==> src/common/lsd_pkg.sv <==
// lsd_pkg: constants and types of the legacy I/O space decoder
package lsd_pkg;
  // ------------------------------------------------------------
  // control register
  // ------------------------------------------------------------
  localparam logic [11:0] ADC_OFFSET    = 12'h080;
  localparam logic [7:0]  ADC_RESET     = 8'h00;
  localparam int          UART1_DIS_BIT = 0;
  localparam int          UART2_DIS_BIT = 1;
  localparam int          RTC_DIS_BIT   = 2;
  localparam int          HOLE_DEST_BIT = 4;
  localparam logic [7:0]  ADC_RW_MASK   = 8'h17;
  localparam logic [7:0]  UNMAPPED_RD   = 8'h00;
  // ------------------------------------------------------------
  // legacy i/o map
  // ------------------------------------------------------------
  localparam logic [15:0] LEGACY_TOP  = 16'h03FF;
  localparam logic [15:0] DMAS_LO     = 16'h0000;
  localparam logic [15:0] DMAS_HI     = 16'h000F;
  localparam logic [15:0] ICM_LO      = 16'h0020;
  localparam logic [15:0] ICM_HI      = 16'h0021;
  localparam logic [15:0] IC2_LO      = 16'h0024;
  localparam logic [15:0] IC2_HI      = 16'h0025;
  localparam logic [15:0] TMR_LO      = 16'h0040;
  localparam logic [15:0] TMR_HI      = 16'h0043;
  localparam logic [15:0] KBD_DATA    = 16'h0060;
  localparam logic [15:0] SYS_CTL_B   = 16'h0061;
  localparam logic [15:0] KBD_CMD     = 16'h0064;
  localparam logic [15:0] RTC_LO      = 16'h0070;
  localparam logic [15:0] RTC_HI      = 16'h0071;
  localparam logic [15:0] SCR_A       = 16'h0080;
  localparam logic [15:0] PG_A_LO     = 16'h0081;
  localparam logic [15:0] PG_A_HI     = 16'h0083;
  localparam logic [15:0] SCR_B_LO    = 16'h0084;
  localparam logic [15:0] SCR_B_HI    = 16'h0086;
  localparam logic [15:0] PG_B        = 16'h0087;
  localparam logic [15:0] SCR_C       = 16'h0088;
  localparam logic [15:0] PG_C_LO     = 16'h0089;
  localparam logic [15:0] PG_C_HI     = 16'h008B;
  localparam logic [15:0] SCR_D_LO    = 16'h008C;
  localparam logic [15:0] SCR_D_HI    = 16'h008E;
  localparam logic [15:0] SCR_PRIV    = 16'h008F;
  localparam logic [15:0] SYS_CTL_A   = 16'h0092;
  localparam logic [15:0] IC1_LO      = 16'h00A0;
  localparam logic [15:0] IC1_HI      = 16'h00A1;
  localparam logic [15:0] DMAM_LO     = 16'h00C0;
  localparam logic [15:0] DMAM_HI     = 16'h00DE;
  localparam logic [15:0] FPERR_CLR   = 16'h00F0;
  localparam logic [15:0] UART2_LO    = 16'h02F8;
  localparam logic [15:0] UART2_HI    = 16'h02FF;
  localparam logic [15:0] UART1_LO    = 16'h03F8;
  localparam logic [15:0] UART1_HI    = 16'h03FF;
  localparam int          NUM_REGIONS = 4;
  localparam int          LANES       = 4;
  // ------------------------------------------------------------
  // destination of one cycle
  // ------------------------------------------------------------
  typedef enum logic [5:0] {
    LSD_DST_NONE    = 6'h01,
    LSD_DST_INT     = 6'h02,
    LSD_DST_INT_EXP = 6'h04,
    LSD_DST_EXP     = 6'h08,
    LSD_DST_PCI     = 6'h10,
    LSD_DST_REJECT  = 6'h20
  } lsd_dst_t;
endpackage : lsd_pkg

==> src/common/lsd_dec_if.sv <==
// lsd_dec_if: decode signals between the top and its decoders
`timescale 1ns/1ps
`default_nettype none
interface lsd_dec_if;
  logic [15:0] byte_addr;
  logic [15:0] word_addr;
  logic [3:0]  be;
  logic        uart1_dis;
  logic        uart2_dis;
  logic        rtc_dis;
  logic        claim_int;
  logic        scratch;
  logic        kbd;
  logic        dis_ext;
  logic        rg_match;
  logic        rg_partial;
  modport top  (output byte_addr, word_addr, be, uart1_dis, uart2_dis,
                rtc_dis, input claim_int, scratch, kbd, dis_ext,
                rg_match, rg_partial);
  modport fixd (input byte_addr, uart1_dis, uart2_dis, rtc_dis,
                output claim_int, scratch, kbd, dis_ext);
  modport rgn  (input word_addr, be, output rg_match, rg_partial);
endinterface : lsd_dec_if
`default_nettype wire

==> src/hw/lsd_fixed_dec.sv <==
// lsd_fixed_dec: fixed decode of the integrated legacy peripherals
`timescale 1ns/1ps
`default_nettype none
module lsd_fixed_dec (
  lsd_dec_if.fixd dif
);
  function automatic logic in_rng(input logic [15:0] a,
                                  input logic [15:0] lo,
                                  input logic [15:0] hi);
    in_rng = (a >= lo) && (a <= hi);
  endfunction : in_rng

  logic [15:0] a;
  logic        uart_hit1;
  logic        uart_hit2;
  logic        rtc_hit;

  always_comb begin
    a         = dif.byte_addr;
    uart_hit1 = in_rng(a, lsd_pkg::UART1_LO, lsd_pkg::UART1_HI);
    uart_hit2 = in_rng(a, lsd_pkg::UART2_LO, lsd_pkg::UART2_HI);
    rtc_hit   = in_rng(a, lsd_pkg::RTC_LO, lsd_pkg::RTC_HI);
    dif.kbd   = (a == lsd_pkg::KBD_DATA) || (a == lsd_pkg::KBD_CMD);
    dif.scratch = (a == lsd_pkg::SCR_A) || (a == lsd_pkg::SCR_C)
                || in_rng(a, lsd_pkg::SCR_B_LO, lsd_pkg::SCR_B_HI)
                || in_rng(a, lsd_pkg::SCR_D_LO, lsd_pkg::SCR_D_HI);
    dif.claim_int =
         in_rng(a, lsd_pkg::DMAS_LO, lsd_pkg::DMAS_HI)
      || in_rng(a, lsd_pkg::ICM_LO, lsd_pkg::ICM_HI)
      || in_rng(a, lsd_pkg::IC2_LO, lsd_pkg::IC2_HI)
      || in_rng(a, lsd_pkg::IC1_LO, lsd_pkg::IC1_HI)
      || (in_rng(a, lsd_pkg::DMAM_LO, lsd_pkg::DMAM_HI) && !a[0])
      || in_rng(a, lsd_pkg::TMR_LO, lsd_pkg::TMR_HI)
      || (a == lsd_pkg::SYS_CTL_B) || (a == lsd_pkg::SCR_PRIV)
      || in_rng(a, lsd_pkg::PG_A_LO, lsd_pkg::PG_A_HI)
      || (a == lsd_pkg::PG_B)
      || in_rng(a, lsd_pkg::PG_C_LO, lsd_pkg::PG_C_HI)
      || (a == lsd_pkg::SYS_CTL_A) || (a == lsd_pkg::FPERR_CLR)
      || (rtc_hit && !dif.rtc_dis)
      || (uart_hit1 && !dif.uart1_dis)
      || (uart_hit2 && !dif.uart2_dis);
    dif.dis_ext = (rtc_hit && dif.rtc_dis)
                || (uart_hit1 && dif.uart1_dis)
                || (uart_hit2 && dif.uart2_dis);
  end
endmodule : lsd_fixed_dec
`default_nettype wire

==> src/hw/lsd_region_match.sv <==
// lsd_region_match: byte-granular match against the region registers
`timescale 1ns/1ps
`default_nettype none
module lsd_region_match #(
  parameter int N = 4
) (
  lsd_dec_if.rgn             dif,
  input  wire logic [N-1:0]    rgn_en,
  input  wire logic [N*16-1:0] rgn_start,
  input  wire logic [N*16-1:0] rgn_end
);
  logic [15:0] ba;
  logic [15:0] lo;
  logic [15:0] hi;
  logic        any_in;
  logic        all_in;
  logic        in_r;

  always_comb begin
    ba = '0;
    lo = '0;
    hi = '0;
    any_in = 1'b0;
    all_in = 1'b1;
    in_r = 1'b0;
    dif.rg_match   = 1'b0;
    dif.rg_partial = 1'b0;
    for (int r = 0; r < N; r++) begin
      lo = rgn_start[r*16 +: 16];
      hi = rgn_end[r*16 +: 16];
      any_in = 1'b0;
      all_in = 1'b1;
      for (int b = 0; b < lsd_pkg::LANES; b++) begin
        ba   = {dif.word_addr[15:2], 2'(b)};
        in_r = (ba >= lo) && (ba <= hi);
        if (dif.be[b]) begin
          any_in = any_in | in_r;
          all_in = all_in & in_r;
        end
      end
      if (rgn_en[r] && any_in && all_in) begin
        dif.rg_match = 1'b1;
      end
      if (rgn_en[r] && any_in && !all_in) begin
        dif.rg_partial = 1'b1;
      end
    end
  end
endmodule : lsd_region_match
`default_nettype wire

==> src/hw/lsd_io_decoder.sv <==
// lsd_io_decoder: top of the legacy lower 1-Kbyte i/o space decoder
`timescale 1ns/1ps
`default_nettype none
module lsd_io_decoder #(
  parameter int N = lsd_pkg::NUM_REGIONS
) (
  input  wire logic              core_clk,
  input  wire logic              arst_n,
  input  wire logic              io_req,
  input  wire logic [15:0]       io_addr,
  input  wire logic [3:0]        io_be,
  input  wire logic              io_write,
  input  wire logic              io_from_pci,
  input  wire logic              cfg_wr,
  input  wire logic              cfg_rd,
  input  wire logic [11:0]       cfg_addr,
  input  wire logic [7:0]        cfg_wdata,
  input  wire logic [N-1:0]      rgn_en,
  input  wire logic [N*16-1:0]   rgn_start,
  input  wire logic [N*16-1:0]   rgn_end,
  output logic                   dst_valid,
  output lsd_pkg::lsd_dst_t      dst_code,
  output logic                   kbd_snoop,
  output logic [7:0]             cfg_rdata
);
  // ------------------------------------------------------------
  // state
  // ------------------------------------------------------------
  typedef struct packed {
    logic [7:0]        ctl;
    logic              valid;
    lsd_pkg::lsd_dst_t dst;
    logic              snoop;
    logic [7:0]        rdata;
  } lsd_state_t;

  lsd_state_t  st_ff;
  lsd_state_t  nxt_st;
  logic [15:0] byte_addr;
  logic        hole_dest;
  logic        in_legacy;

  lsd_dec_if dif ();

  // ------------------------------------------------------------
  // lowest enabled byte of the cycle
  // ------------------------------------------------------------
  always_comb begin
    byte_addr = {io_addr[15:2], 2'b00};
    for (int i = lsd_pkg::LANES - 1; i >= 0; i--) begin
      if (io_be[i]) begin
        byte_addr = {io_addr[15:2], 2'(i)};
      end
    end
  end

  assign hole_dest     = st_ff.ctl[lsd_pkg::HOLE_DEST_BIT];
  assign in_legacy     = byte_addr <= lsd_pkg::LEGACY_TOP;
  assign dif.byte_addr = byte_addr;
  assign dif.word_addr = io_addr;
  assign dif.be        = io_be;
  assign dif.uart1_dis = st_ff.ctl[lsd_pkg::UART1_DIS_BIT];
  assign dif.uart2_dis = st_ff.ctl[lsd_pkg::UART2_DIS_BIT];
  assign dif.rtc_dis   = st_ff.ctl[lsd_pkg::RTC_DIS_BIT];

  // ------------------------------------------------------------
  // decoders
  // ------------------------------------------------------------
  lsd_fixed_dec u_fixed (
    .dif (dif)
  );

  lsd_region_match #(
    .N (N)
  ) u_region (
    .dif       (dif),
    .rgn_en    (rgn_en),
    .rgn_start (rgn_start),
    .rgn_end   (rgn_end)
  );

  // ------------------------------------------------------------
  // next state
  // ------------------------------------------------------------
  always_comb begin
    nxt_st       = st_ff;
    nxt_st.valid = io_req;
    nxt_st.snoop = 1'b0;
    if (cfg_wr && (cfg_addr == lsd_pkg::ADC_OFFSET)) begin
      nxt_st.ctl = cfg_wdata & lsd_pkg::ADC_RW_MASK;
    end
    if (cfg_rd) begin
      nxt_st.rdata = (cfg_addr == lsd_pkg::ADC_OFFSET) ? st_ff.ctl
                                                      : lsd_pkg::UNMAPPED_RD;
    end
    if (!io_req) begin
      nxt_st.dst = lsd_pkg::LSD_DST_NONE;
    end else if (io_from_pci) begin
      nxt_st.dst = lsd_pkg::LSD_DST_REJECT;
    end else if (dif.kbd) begin
      nxt_st.dst   = lsd_pkg::LSD_DST_EXP;
      nxt_st.snoop = 1'b1;
    end else if (dif.scratch) begin
      nxt_st.dst = io_write ? lsd_pkg::LSD_DST_INT_EXP
                            : lsd_pkg::LSD_DST_INT;
    end else if (dif.claim_int) begin
      nxt_st.dst = lsd_pkg::LSD_DST_INT;
    end else if (dif.dis_ext) begin
      nxt_st.dst = lsd_pkg::LSD_DST_EXP;
    end else if (dif.rg_partial) begin
      nxt_st.dst = lsd_pkg::LSD_DST_PCI;
    end else if (dif.rg_match) begin
      nxt_st.dst = lsd_pkg::LSD_DST_EXP;
    end else if (in_legacy) begin
      nxt_st.dst = hole_dest ? lsd_pkg::LSD_DST_PCI
                             : lsd_pkg::LSD_DST_EXP;
    end else begin
      nxt_st.dst = lsd_pkg::LSD_DST_PCI;
    end
  end

  // ------------------------------------------------------------
  // registers
  // ------------------------------------------------------------
  always_ff @(posedge core_clk or negedge arst_n) begin
    if (!arst_n) begin
      st_ff <= '{ctl:   lsd_pkg::ADC_RESET,
                 valid: 1'b0,
                 dst:   lsd_pkg::LSD_DST_NONE,
                 snoop: 1'b0,
                 rdata: lsd_pkg::UNMAPPED_RD};
    end else begin
      st_ff <= nxt_st;
    end
  end

  assign dst_valid = st_ff.valid;
  assign dst_code  = st_ff.dst;
  assign kbd_snoop = st_ff.snoop;
  assign cfg_rdata = st_ff.rdata;

  // ------------------------------------------------------------
  // checks
  // ------------------------------------------------------------
  a_pci_master_out: assert property (@(posedge core_clk) disable iff (!arst_n)
    io_req && io_from_pci |=> dst_valid && !kbd_snoop
      && dst_code == lsd_pkg::LSD_DST_REJECT)
    else $error("pci master cycle not rejected");

  a_kbd_snoop_ext: assert property (@(posedge core_clk) disable iff (!arst_n)
    io_req && !io_from_pci && (byte_addr == lsd_pkg::KBD_CMD
      || byte_addr == lsd_pkg::KBD_DATA)
    |=> kbd_snoop && dst_code == lsd_pkg::LSD_DST_EXP)
    else $error("keyboard port not forwarded and snooped");

  a_port61_only: assert property (@(posedge core_clk) disable iff (!arst_n)
    io_req && !io_from_pci && byte_addr == lsd_pkg::SYS_CTL_B
    |=> dst_code == lsd_pkg::LSD_DST_INT)
    else $error("port 61h left the chip");

  a_scratch_split: assert property (@(posedge core_clk) disable iff (!arst_n)
    io_req && !io_from_pci && byte_addr == lsd_pkg::SCR_A
    |=> dst_code == ($past(io_write) ? lsd_pkg::LSD_DST_INT_EXP
                                     : lsd_pkg::LSD_DST_INT))
    else $error("scratch port routed wrongly");

  a_scratch_priv: assert property (@(posedge core_clk) disable iff (!arst_n)
    io_req && !io_from_pci && byte_addr == lsd_pkg::SCR_PRIV
    |=> dst_code == lsd_pkg::LSD_DST_INT)
    else $error("port 8fh left the chip");

  a_page_internal: assert property (@(posedge core_clk) disable iff (!arst_n)
    io_req && !io_from_pci && (byte_addr == lsd_pkg::PG_B
      || byte_addr == lsd_pkg::PG_A_LO)
    |=> dst_code == lsd_pkg::LSD_DST_INT)
    else $error("page register left the chip");

  a_hole_route: assert property (@(posedge core_clk) disable iff (!arst_n)
    io_req && !io_from_pci && in_legacy && !dif.claim_int
      && !dif.scratch && !dif.kbd && !dif.dis_ext
      && !dif.rg_match && !dif.rg_partial
    |=> dst_code == ($past(hole_dest) ? lsd_pkg::LSD_DST_PCI
                                      : lsd_pkg::LSD_DST_EXP))
    else $error("hole routed against destination bit");

  a_uart_disabled: assert property (@(posedge core_clk) disable iff (!arst_n)
    io_req && !io_from_pci && byte_addr == lsd_pkg::UART1_LO
      && dif.uart1_dis
    |=> dst_code == lsd_pkg::LSD_DST_EXP)
    else $error("disabled uart not sent external");

  a_partial_pci: assert property (@(posedge core_clk) disable iff (!arst_n)
    io_req && !io_from_pci && in_legacy && dif.rg_partial
      && !dif.claim_int && !dif.scratch && !dif.kbd && !dif.dis_ext
    |=> dst_code == lsd_pkg::LSD_DST_PCI)
    else $error("partial region access not sent to pci");

  a_one_dest: assert property (@(posedge core_clk) disable iff (!arst_n)
    io_req |=> dst_valid ##1 (dst_valid == $past(io_req))
      && $onehot(dst_code))
    else $error("destination not unique or late");

  a_dma_slave: assert property (@(posedge core_clk) disable iff (!arst_n)
    io_req && !io_from_pci && byte_addr <= lsd_pkg::DMAS_HI
    |=> dst_code == lsd_pkg::LSD_DST_INT)
    else $error("slave dma port not claimed");

  a_dma_master_even: assert property (@(posedge core_clk) disable iff (!arst_n)
    io_req && !io_from_pci && byte_addr >= lsd_pkg::DMAM_LO
      && byte_addr <= lsd_pkg::DMAM_HI && !byte_addr[0]
    |=> dst_code == lsd_pkg::LSD_DST_INT)
    else $error("even master dma port not claimed");

  a_dma_master_odd: assert property (@(posedge core_clk) disable iff (!arst_n)
    io_req && !io_from_pci && byte_addr >= lsd_pkg::DMAM_LO
      && byte_addr <= lsd_pkg::DMAM_HI && byte_addr[0]
    |=> dst_code != lsd_pkg::LSD_DST_INT)
    else $error("odd master dma port claimed");

  a_intc_claim: assert property (@(posedge core_clk) disable iff (!arst_n)
    io_req && !io_from_pci
      && ((byte_addr >= lsd_pkg::ICM_LO && byte_addr <= lsd_pkg::ICM_HI)
      || (byte_addr >= lsd_pkg::IC2_LO && byte_addr <= lsd_pkg::IC2_HI)
      || (byte_addr >= lsd_pkg::IC1_LO && byte_addr <= lsd_pkg::IC1_HI))
    |=> dst_code == lsd_pkg::LSD_DST_INT)
    else $error("interrupt controller port not claimed");

  a_timer_claim: assert property (@(posedge core_clk) disable iff (!arst_n)
    io_req && !io_from_pci && byte_addr >= lsd_pkg::TMR_LO
      && byte_addr <= lsd_pkg::TMR_HI
    |=> dst_code == lsd_pkg::LSD_DST_INT)
    else $error("timer port not claimed");

  a_rtc_route: assert property (@(posedge core_clk) disable iff (!arst_n)
    io_req && !io_from_pci && byte_addr >= lsd_pkg::RTC_LO
      && byte_addr <= lsd_pkg::RTC_HI
    |=> dst_code == ($past(dif.rtc_dis) ? lsd_pkg::LSD_DST_EXP
                                        : lsd_pkg::LSD_DST_INT))
    else $error("rtc port routed against its disable bit");

  a_uart_enabled: assert property (@(posedge core_clk) disable iff (!arst_n)
    io_req && !io_from_pci
      && ((byte_addr >= lsd_pkg::UART1_LO && byte_addr <= lsd_pkg::UART1_HI
          && !dif.uart1_dis)
      || (byte_addr >= lsd_pkg::UART2_LO && byte_addr <= lsd_pkg::UART2_HI
          && !dif.uart2_dis))
    |=> dst_code == lsd_pkg::LSD_DST_INT)
    else $error("enabled uart port not claimed");

  a_ctl_ports: assert property (@(posedge core_clk) disable iff (!arst_n)
    io_req && !io_from_pci && (byte_addr == lsd_pkg::SYS_CTL_A
      || byte_addr == lsd_pkg::FPERR_CLR)
    |=> dst_code == lsd_pkg::LSD_DST_INT)
    else $error("control port a or fp error clear not claimed");

  a_page_ranges: assert property (@(posedge core_clk) disable iff (!arst_n)
    io_req && !io_from_pci
      && ((byte_addr >= lsd_pkg::PG_A_LO && byte_addr <= lsd_pkg::PG_A_HI)
      || (byte_addr >= lsd_pkg::PG_C_LO && byte_addr <= lsd_pkg::PG_C_HI))
    |=> dst_code == lsd_pkg::LSD_DST_INT)
    else $error("page register range left the chip");

  a_scratch_other: assert property (@(posedge core_clk) disable iff (!arst_n)
    io_req && !io_from_pci && (byte_addr == lsd_pkg::SCR_C
      || (byte_addr >= lsd_pkg::SCR_B_LO && byte_addr <= lsd_pkg::SCR_B_HI)
      || (byte_addr >= lsd_pkg::SCR_D_LO && byte_addr <= lsd_pkg::SCR_D_HI))
    |=> dst_code == ($past(io_write) ? lsd_pkg::LSD_DST_INT_EXP
                                     : lsd_pkg::LSD_DST_INT))
    else $error("scratch range routed wrongly");

  a_region_full: assert property (@(posedge core_clk) disable iff (!arst_n)
    io_req && !io_from_pci && dif.rg_match && !dif.rg_partial
      && !dif.claim_int && !dif.scratch && !dif.kbd && !dif.dis_ext
    |=> dst_code == lsd_pkg::LSD_DST_EXP)
    else $error("region access not sent to expansion bus");

  a_above_legacy: assert property (@(posedge core_clk) disable iff (!arst_n)
    io_req && !io_from_pci && !in_legacy && !dif.rg_match
      && !dif.rg_partial
    |=> dst_code == lsd_pkg::LSD_DST_PCI)
    else $error("plain cpu i/o not sent to pci");

  a_pci_no_region: assert property (@(posedge core_clk) disable iff (!arst_n)
    io_req && io_from_pci && dif.rg_match
    |=> dst_code != lsd_pkg::LSD_DST_EXP)
    else $error("pci master cycle entered a region");

  a_idle_none: assert property (@(posedge core_clk) disable iff (!arst_n)
    !io_req |=> !dst_valid && dst_code == lsd_pkg::LSD_DST_NONE)
    else $error("destination shown with no cycle");
endmodule : lsd_io_decoder
`default_nettype wire

==> config.mk <==
export PLATFORM = sky130hd
export DESIGN_NAME = lsd_io_decoder
export DESIGN_NICKNAME = d
export VERILOG_FILES = /design/src/common/lsd_pkg.sv /design/src/common/lsd_dec_if.sv /design/src/hw/lsd_fixed_dec.sv /design/src/hw/lsd_region_match.sv /design/src/hw/lsd_io_decoder.sv
export SDC_FILE = /design/constraint.sdc
export NUM_CORES = 1
export LEC_CHECK = 0
export BUFFER_PORTS_ARGS = -buffer_cell sky130_fd_sc_hd__buf_2
export CORE_ASPECT_RATIO = 0.5
export CORE_MARGIN = 1
export CORE_UTILIZATION = 51
export CTS_CLUSTER_DIAMETER = 30
export DETAILED_ROUTE_END_ITERATION = 16
export PLACE_DENSITY = 0.92
export SLEW_MARGIN = 20
export SYNTH_ARGS = -nofsm -noshare
export SYNTH_HDL_FRONTEND = slang
export SYNTH_HIERARCHICAL = 1
export SYNTH_SLANG_ARGS = --single-unit
==> constraint.sdc <==
create_clock -name core_clk -period 1.78 [get_ports core_clk]
set_clock_uncertainty 0.05 [all_clocks]
set_input_delay 0.178 -clock core_clk [delete_from_list [all_inputs] [get_ports core_clk]]
set_output_delay 0.178 -clock core_clk [all_outputs]
set_load 0.05 [all_outputs]
==> summary.txt, run 1 <==
Run status
  – First Error: [ERROR GRT-0232] Routing congestion too high. Check the congestion heatmap in the GUI.
  – Failing step: global routing
  – Status: did not finish

Clock tree
  – Longest Clk Path Bufs: 2
  – CTS buffer count: 3
  – CTS H-Tree Depth: 1
  – Clk sinks: 16
  – Root Driver: clkbuf_16

Global route
  – Largest net degree at the start of global routing: 17
  – GRT overflow: 1
  – Initial antenna violation count: 5
  – GRT Overall Usage: 67.6%

Logic synthesis
  – Dominant synthesized flop cell: dfrtp_1
  – Cell variety after synth: 62
  – EDFF count, synth: 0
  – Syn Std Cell Area: 0.00505 mm2
  – Seq/Total Area, Yosys: 7.96%
  – Gate Count Post-Synth: 707
  – #FFs+latches synth: 16
  – Synth Warn #: 6
  – Async set or reset register ratio after synthesis: 100%
  – Mapped Avg Cell Area: 7.14 um2

Place
  – Hpwl dp: 15.3 mm
  – Setup WS pre-CTS: -1360 ps
  – Placement Cell Area: 0.00715 mm2
  – Post-placement cell count: 1131
  – Input/output buffers: 184
  – Final Wtd Congestion: 0.966

Timing
  – Worst_ep kind: sequential cell input
  – Worst endpoint after global-route timing repair: dst_code[4]$_DFF_PN0_/D

Die
  – Die H: 72.3 um
  – Row Count: 25
  – Die span in x: 143 um
  – Initial Util: 52.9%
  – Top Ports: 195
-- logic make-up after synthesis --
group / synth area share, %
other cells: 0.0743
flops: 7.96
mux: 1.12
simple gates: 24.8
fa+ha+maj: 29.7
buf+inv: 11.3
compound gates: 25.0
-- routing by layer --
metal  GRT overflow  GRT usage [%]
met5              0           15.8
met4              0           65.1
met3              0           58.7
met2              1           82.6
met1              0           67.0
-- Yosys cell counts, types with 3 or more instances --
cell	count	area share [%]
inv_1	143	11
ha_1	120	30
a21oi_1	73	7.2
nand2_1	55	4.1
o21ai_0	52	5.2
nor2_1	37	2.8
nand4_1	26	3.2
nand2b_1	18	2.2
nand3_1	17	1.7
dfrtp_1	15	7.4
nor3_1	10	0.99
o21a_1	8	1.2
o22ai_1	8	0.99
nand3b_1	7	1.0
a211oi_1	6	0.89
a221oi_1	6	1.0
a31oi_1	6	0.74
a21o_1	5	0.74
a32oi_1	5	0.87
and2_1	5	0.62
nor4_1	5	0.62
a2bb2oi_1	4	0.69
and4_1	4	0.69
buf_4	4	0.59
or3_1	4	0.50
a21bo_2	3	0.59
and3_1	3	0.37
mux2_1	3	0.67
nor2b_1	3	0.37
nor4_4	3	1.3
nor4bb_1	3	0.59
o21bai_1	3	0.45
o32ai_1	3	0.52
-- metrics by stage --
step                hold WS (ps)  util [%]
CTS                         31.9      79.4
detailed placement          49.2      75.0
global placement            37.8      75.0
floorplan                   -168         -
-- repair_timing --
item	CTS
resized for setup	71
hold endpoints to repair	15
setup buffers	5
hold buffers	1
endpoints found under the setup margin	5
pin swaps	24
==> run 2, diff against run 1 <==
CORE_ASPECT_RATIO = default   (was 0.5)
CORE_UTILIZATION = 40   (was 51)
CTS_CLUSTER_DIAMETER = default   (was 30)
PLACE_DENSITY = default   (was 0.92)
PLACE_DENSITY_LB_ADDON = 0.15   (was default)
==> run 2 against run 1 <==
  * The flow now finishes, with violations (negative setup slack)
  * Area after synthesis unchanged
  * Synthesized cell count unchanged
==> summary.txt, run 2 <==
Global route
  – Initial antenna violation count: 1
  – Largest net degree at the start of global routing: 17
  – First-pass GRT wire length: 26.7 mm
  – GRT overflow: 0
  – GRT Overall Usage: 25.5%
  – Vias in the first global route: 5851

Run status
  – Failing checks: negative setup slack
  – Status: finished, violations left

Timing
  – Hold Fails Final Rpt: 0
  – RSZ-0062 raised after global routing: true
  – Final Max Tran Viols: 0
  – Setup ws final: -1020 ps
  – Relative slew slack: 60.1%
  – Period utilization: 157%
  – Worst-Margin Slew: 592 ps
  – Fmax: 0.357 GHz
  – Setup violators final: 5
  – Final Critical Period: 2800 ps

Flow run
  – Max-capacitance violation count: 0

Place
  – Hpwl dp: 14.0 mm (-8.5%)
  – Setup WS pre-CTS: -1320 ps (+43.1 ps)
  – Input/output buffers: 184 (unchanged)
  – Final Wtd Congestion: 0.927 (-4.1%)

Finish
  – Max reg flops: 6
  – NumNets Final: 1327
  – Layout area overhead: 61.4%
  – Fraction of layout cells with a size suffix above 1: 41.5%
  – Util after Layout: 67.0%
  – Most frequent cells in the layout: buf_2, inv_1, buf_4
  – Commonest non-fill, non-tap cell in the layout: buf_2

Die
  – Die span in x: 114 um (-20%)
  – DIE AREA: 0.0131 mm2
  – Die H: 114 um (+58%)
  – Top Ports: 195 (unchanged)
  – Core box area: 0.0122 mm2
  – Initial Util: 41.5% (-11 points)
  – Row Count: 40 (+60%)

Logic synthesis
  – Mapped Avg Cell Area: 7.14 um2 (unchanged)
  – Most common library cells after synthesis: inv_1, ha_1, a21oi_1
  – Post-synth top area share: 29.7% (unchanged)
  – Synth Warn #: 6 (unchanged)
  – Cell variety after synth: 62 (unchanged)
  – Most common cell in the netlist: inv_1
  – Top cell type by total area after synthesis: ha_1
  – EDFF count, synth: 0 (unchanged)
  – Async set or reset register ratio after synthesis: 100% (unchanged)
  – Gate Count Post-Synth: 707 (unchanged)
  – Seq/Total Area, Yosys: 7.96% (unchanged)
  – Syn Std Cell Area: 0.00505 mm2 (unchanged)
  – #FFs+latches synth: 16 (unchanged)
  – Dominant synthesized flop cell: dfrtp_1
  – Top post-synthesis cells by area: ha_1, inv_1, dfrtp_1

Clock tree
  – Longest Clk Path Bufs: 2 (unchanged)
  – CTS tree: done
  – CTS buffer count: 3 (unchanged)
  – CTS H-Tree Depth: 1 (unchanged)
  – Clk sinks: 16 (unchanged)
  – Worst-path clk slew: 40 ps
  – Insertion delay to the later sink of the worst-skew pair: 240 ps
  – Root Driver: clkbuf_16

Detailed routing
  – Initial DRC Count: 191
  – First-pass DRT Iterations: 4
  – Routed wire length: 17.1 mm
  – Number of antenna-violating nets in the routed design: 0
  – Wire per inst: 14.3 um
  – Vias per inst: 5.16
  – DRC Markers: 0
  – Via count: 6169

Power
  – PwrDens: 331 mW/mm2
  – Leak: 0.00425 uW
  – Worst vdd ir: 0.234 mV

Critical path
  – Worst endpoint required time: 1860 ps
  – Worst EP arrival: 2880 ps
  – Worst setup SP type: input port
  – CP Class: in -> reg
  – Critical Path Fanout Max: 6
  – CP Capture Type: flop

Min path
  – Worst min path class: in -> reg
run 2: power breakdown:
group	leakage [uW]	switching [uW]	total [uW]	internal (uW)
registers	0.000216	1.44	373	372
clock network	0.0000382	126	428	302
logic	0.00400	958	1900	938
run 2: final timing paths:
kind / end / start / slack (ps) / cells past startpoint
max in group asynchronous: dst_code[0] / arst_n / 1060 / 2
max reg2reg: dst_code[4] / dif.uart1_dis / 200 / 6
min: dst_valid / io_req / 40 / 1
max: dst_code[4] / io_addr[13] / -1020 / 14
min reg2reg: cfg_rdata[1] / cfg_rdata[1] / 470 / 2
min in group asynchronous: cfg_rdata[2] / arst_n / 320 / 2
run 2: area by class of cell:
| cell class | count | area (um2) |
|---|---|---|
| Multi-Input combinational cell | 546 | 4670 |
| Fill cell | 1107 | 4010 |
| Timing Repair Buffer | 318 | 2220 |
| Inverter | 143 | 557 |
| Sequential cell | 16 | 402 |
| Tap cell | 168 | 210 |
| Clock buffer | 4 | 78.8 |
| Antenna cell | 1 | 2.50 |
run 2: per-stage QoR:
step | std cells | setup TNS [ps] | area [um2] | power [uW] | hold slack (ps)
floorplan | 710 | -1520 | 5230 | 1240 | -168
global placement | 1178 | -3640 | 7290 | 1980 | 46.8
detailed placement | 1178 | -3780 | 7290 | 2000 | 51.5
CTS | 1193 | -1710 | 7990 | 2620 | 33.7
global route | 1196 | -2690 | 8150 | 2920 | 36.8
finish | 1196 | -2280 | 8150 | 2700 | 35.1
run 2: logic make-up after synthesis:
| logic type | share of synthesized area (%) |
|---|---|
| flip-flops | 7.96 |
| multiplexers | 1.12 |
| adder cells (fa/ha/maj) | 29.7 |
| buffers and inverters | 11.3 |
| other | 0.0743 |
| AND/OR/NAND/NOR | 24.8 |
| AO/OA/AOI/OAI | 25.0 |
run 2: what timing repair did:
action / in CTS / in global routing
buffers inserted: 10 / 2
endpoints found under the setup margin: 5 / 4
hold buffers: 1 / 0
gates resized for setup: 116 / 29
pin swaps: 59 / 17
gates cloned: 2 / 0
endpoints found under the hold margin: 15 / 0
run 2: critical path, cell delays in order:
cell	delay, ps
buf_12	120
buf_8	130
ha_4	260
nand4_1	150
nor3_4	300
o21ai_0	190
a2bb2oi_2	210
o32ai_2	110
o31ai_2	290
nand2b_4	190
o2111ai_4	140
nor4_4	280
a221oi_4	110
and3_4	210
run 2: routing by layer:
layer	track usage [%]	up-vias	part of all wire, %
li1	-	3182	-
met1	31.7	2771	44
met2	46.5	182	48
met3	1.48	34	4.3
met4	8.74	0	3.1
met5	0	-	0
Power figures use the tool's default switching activity.
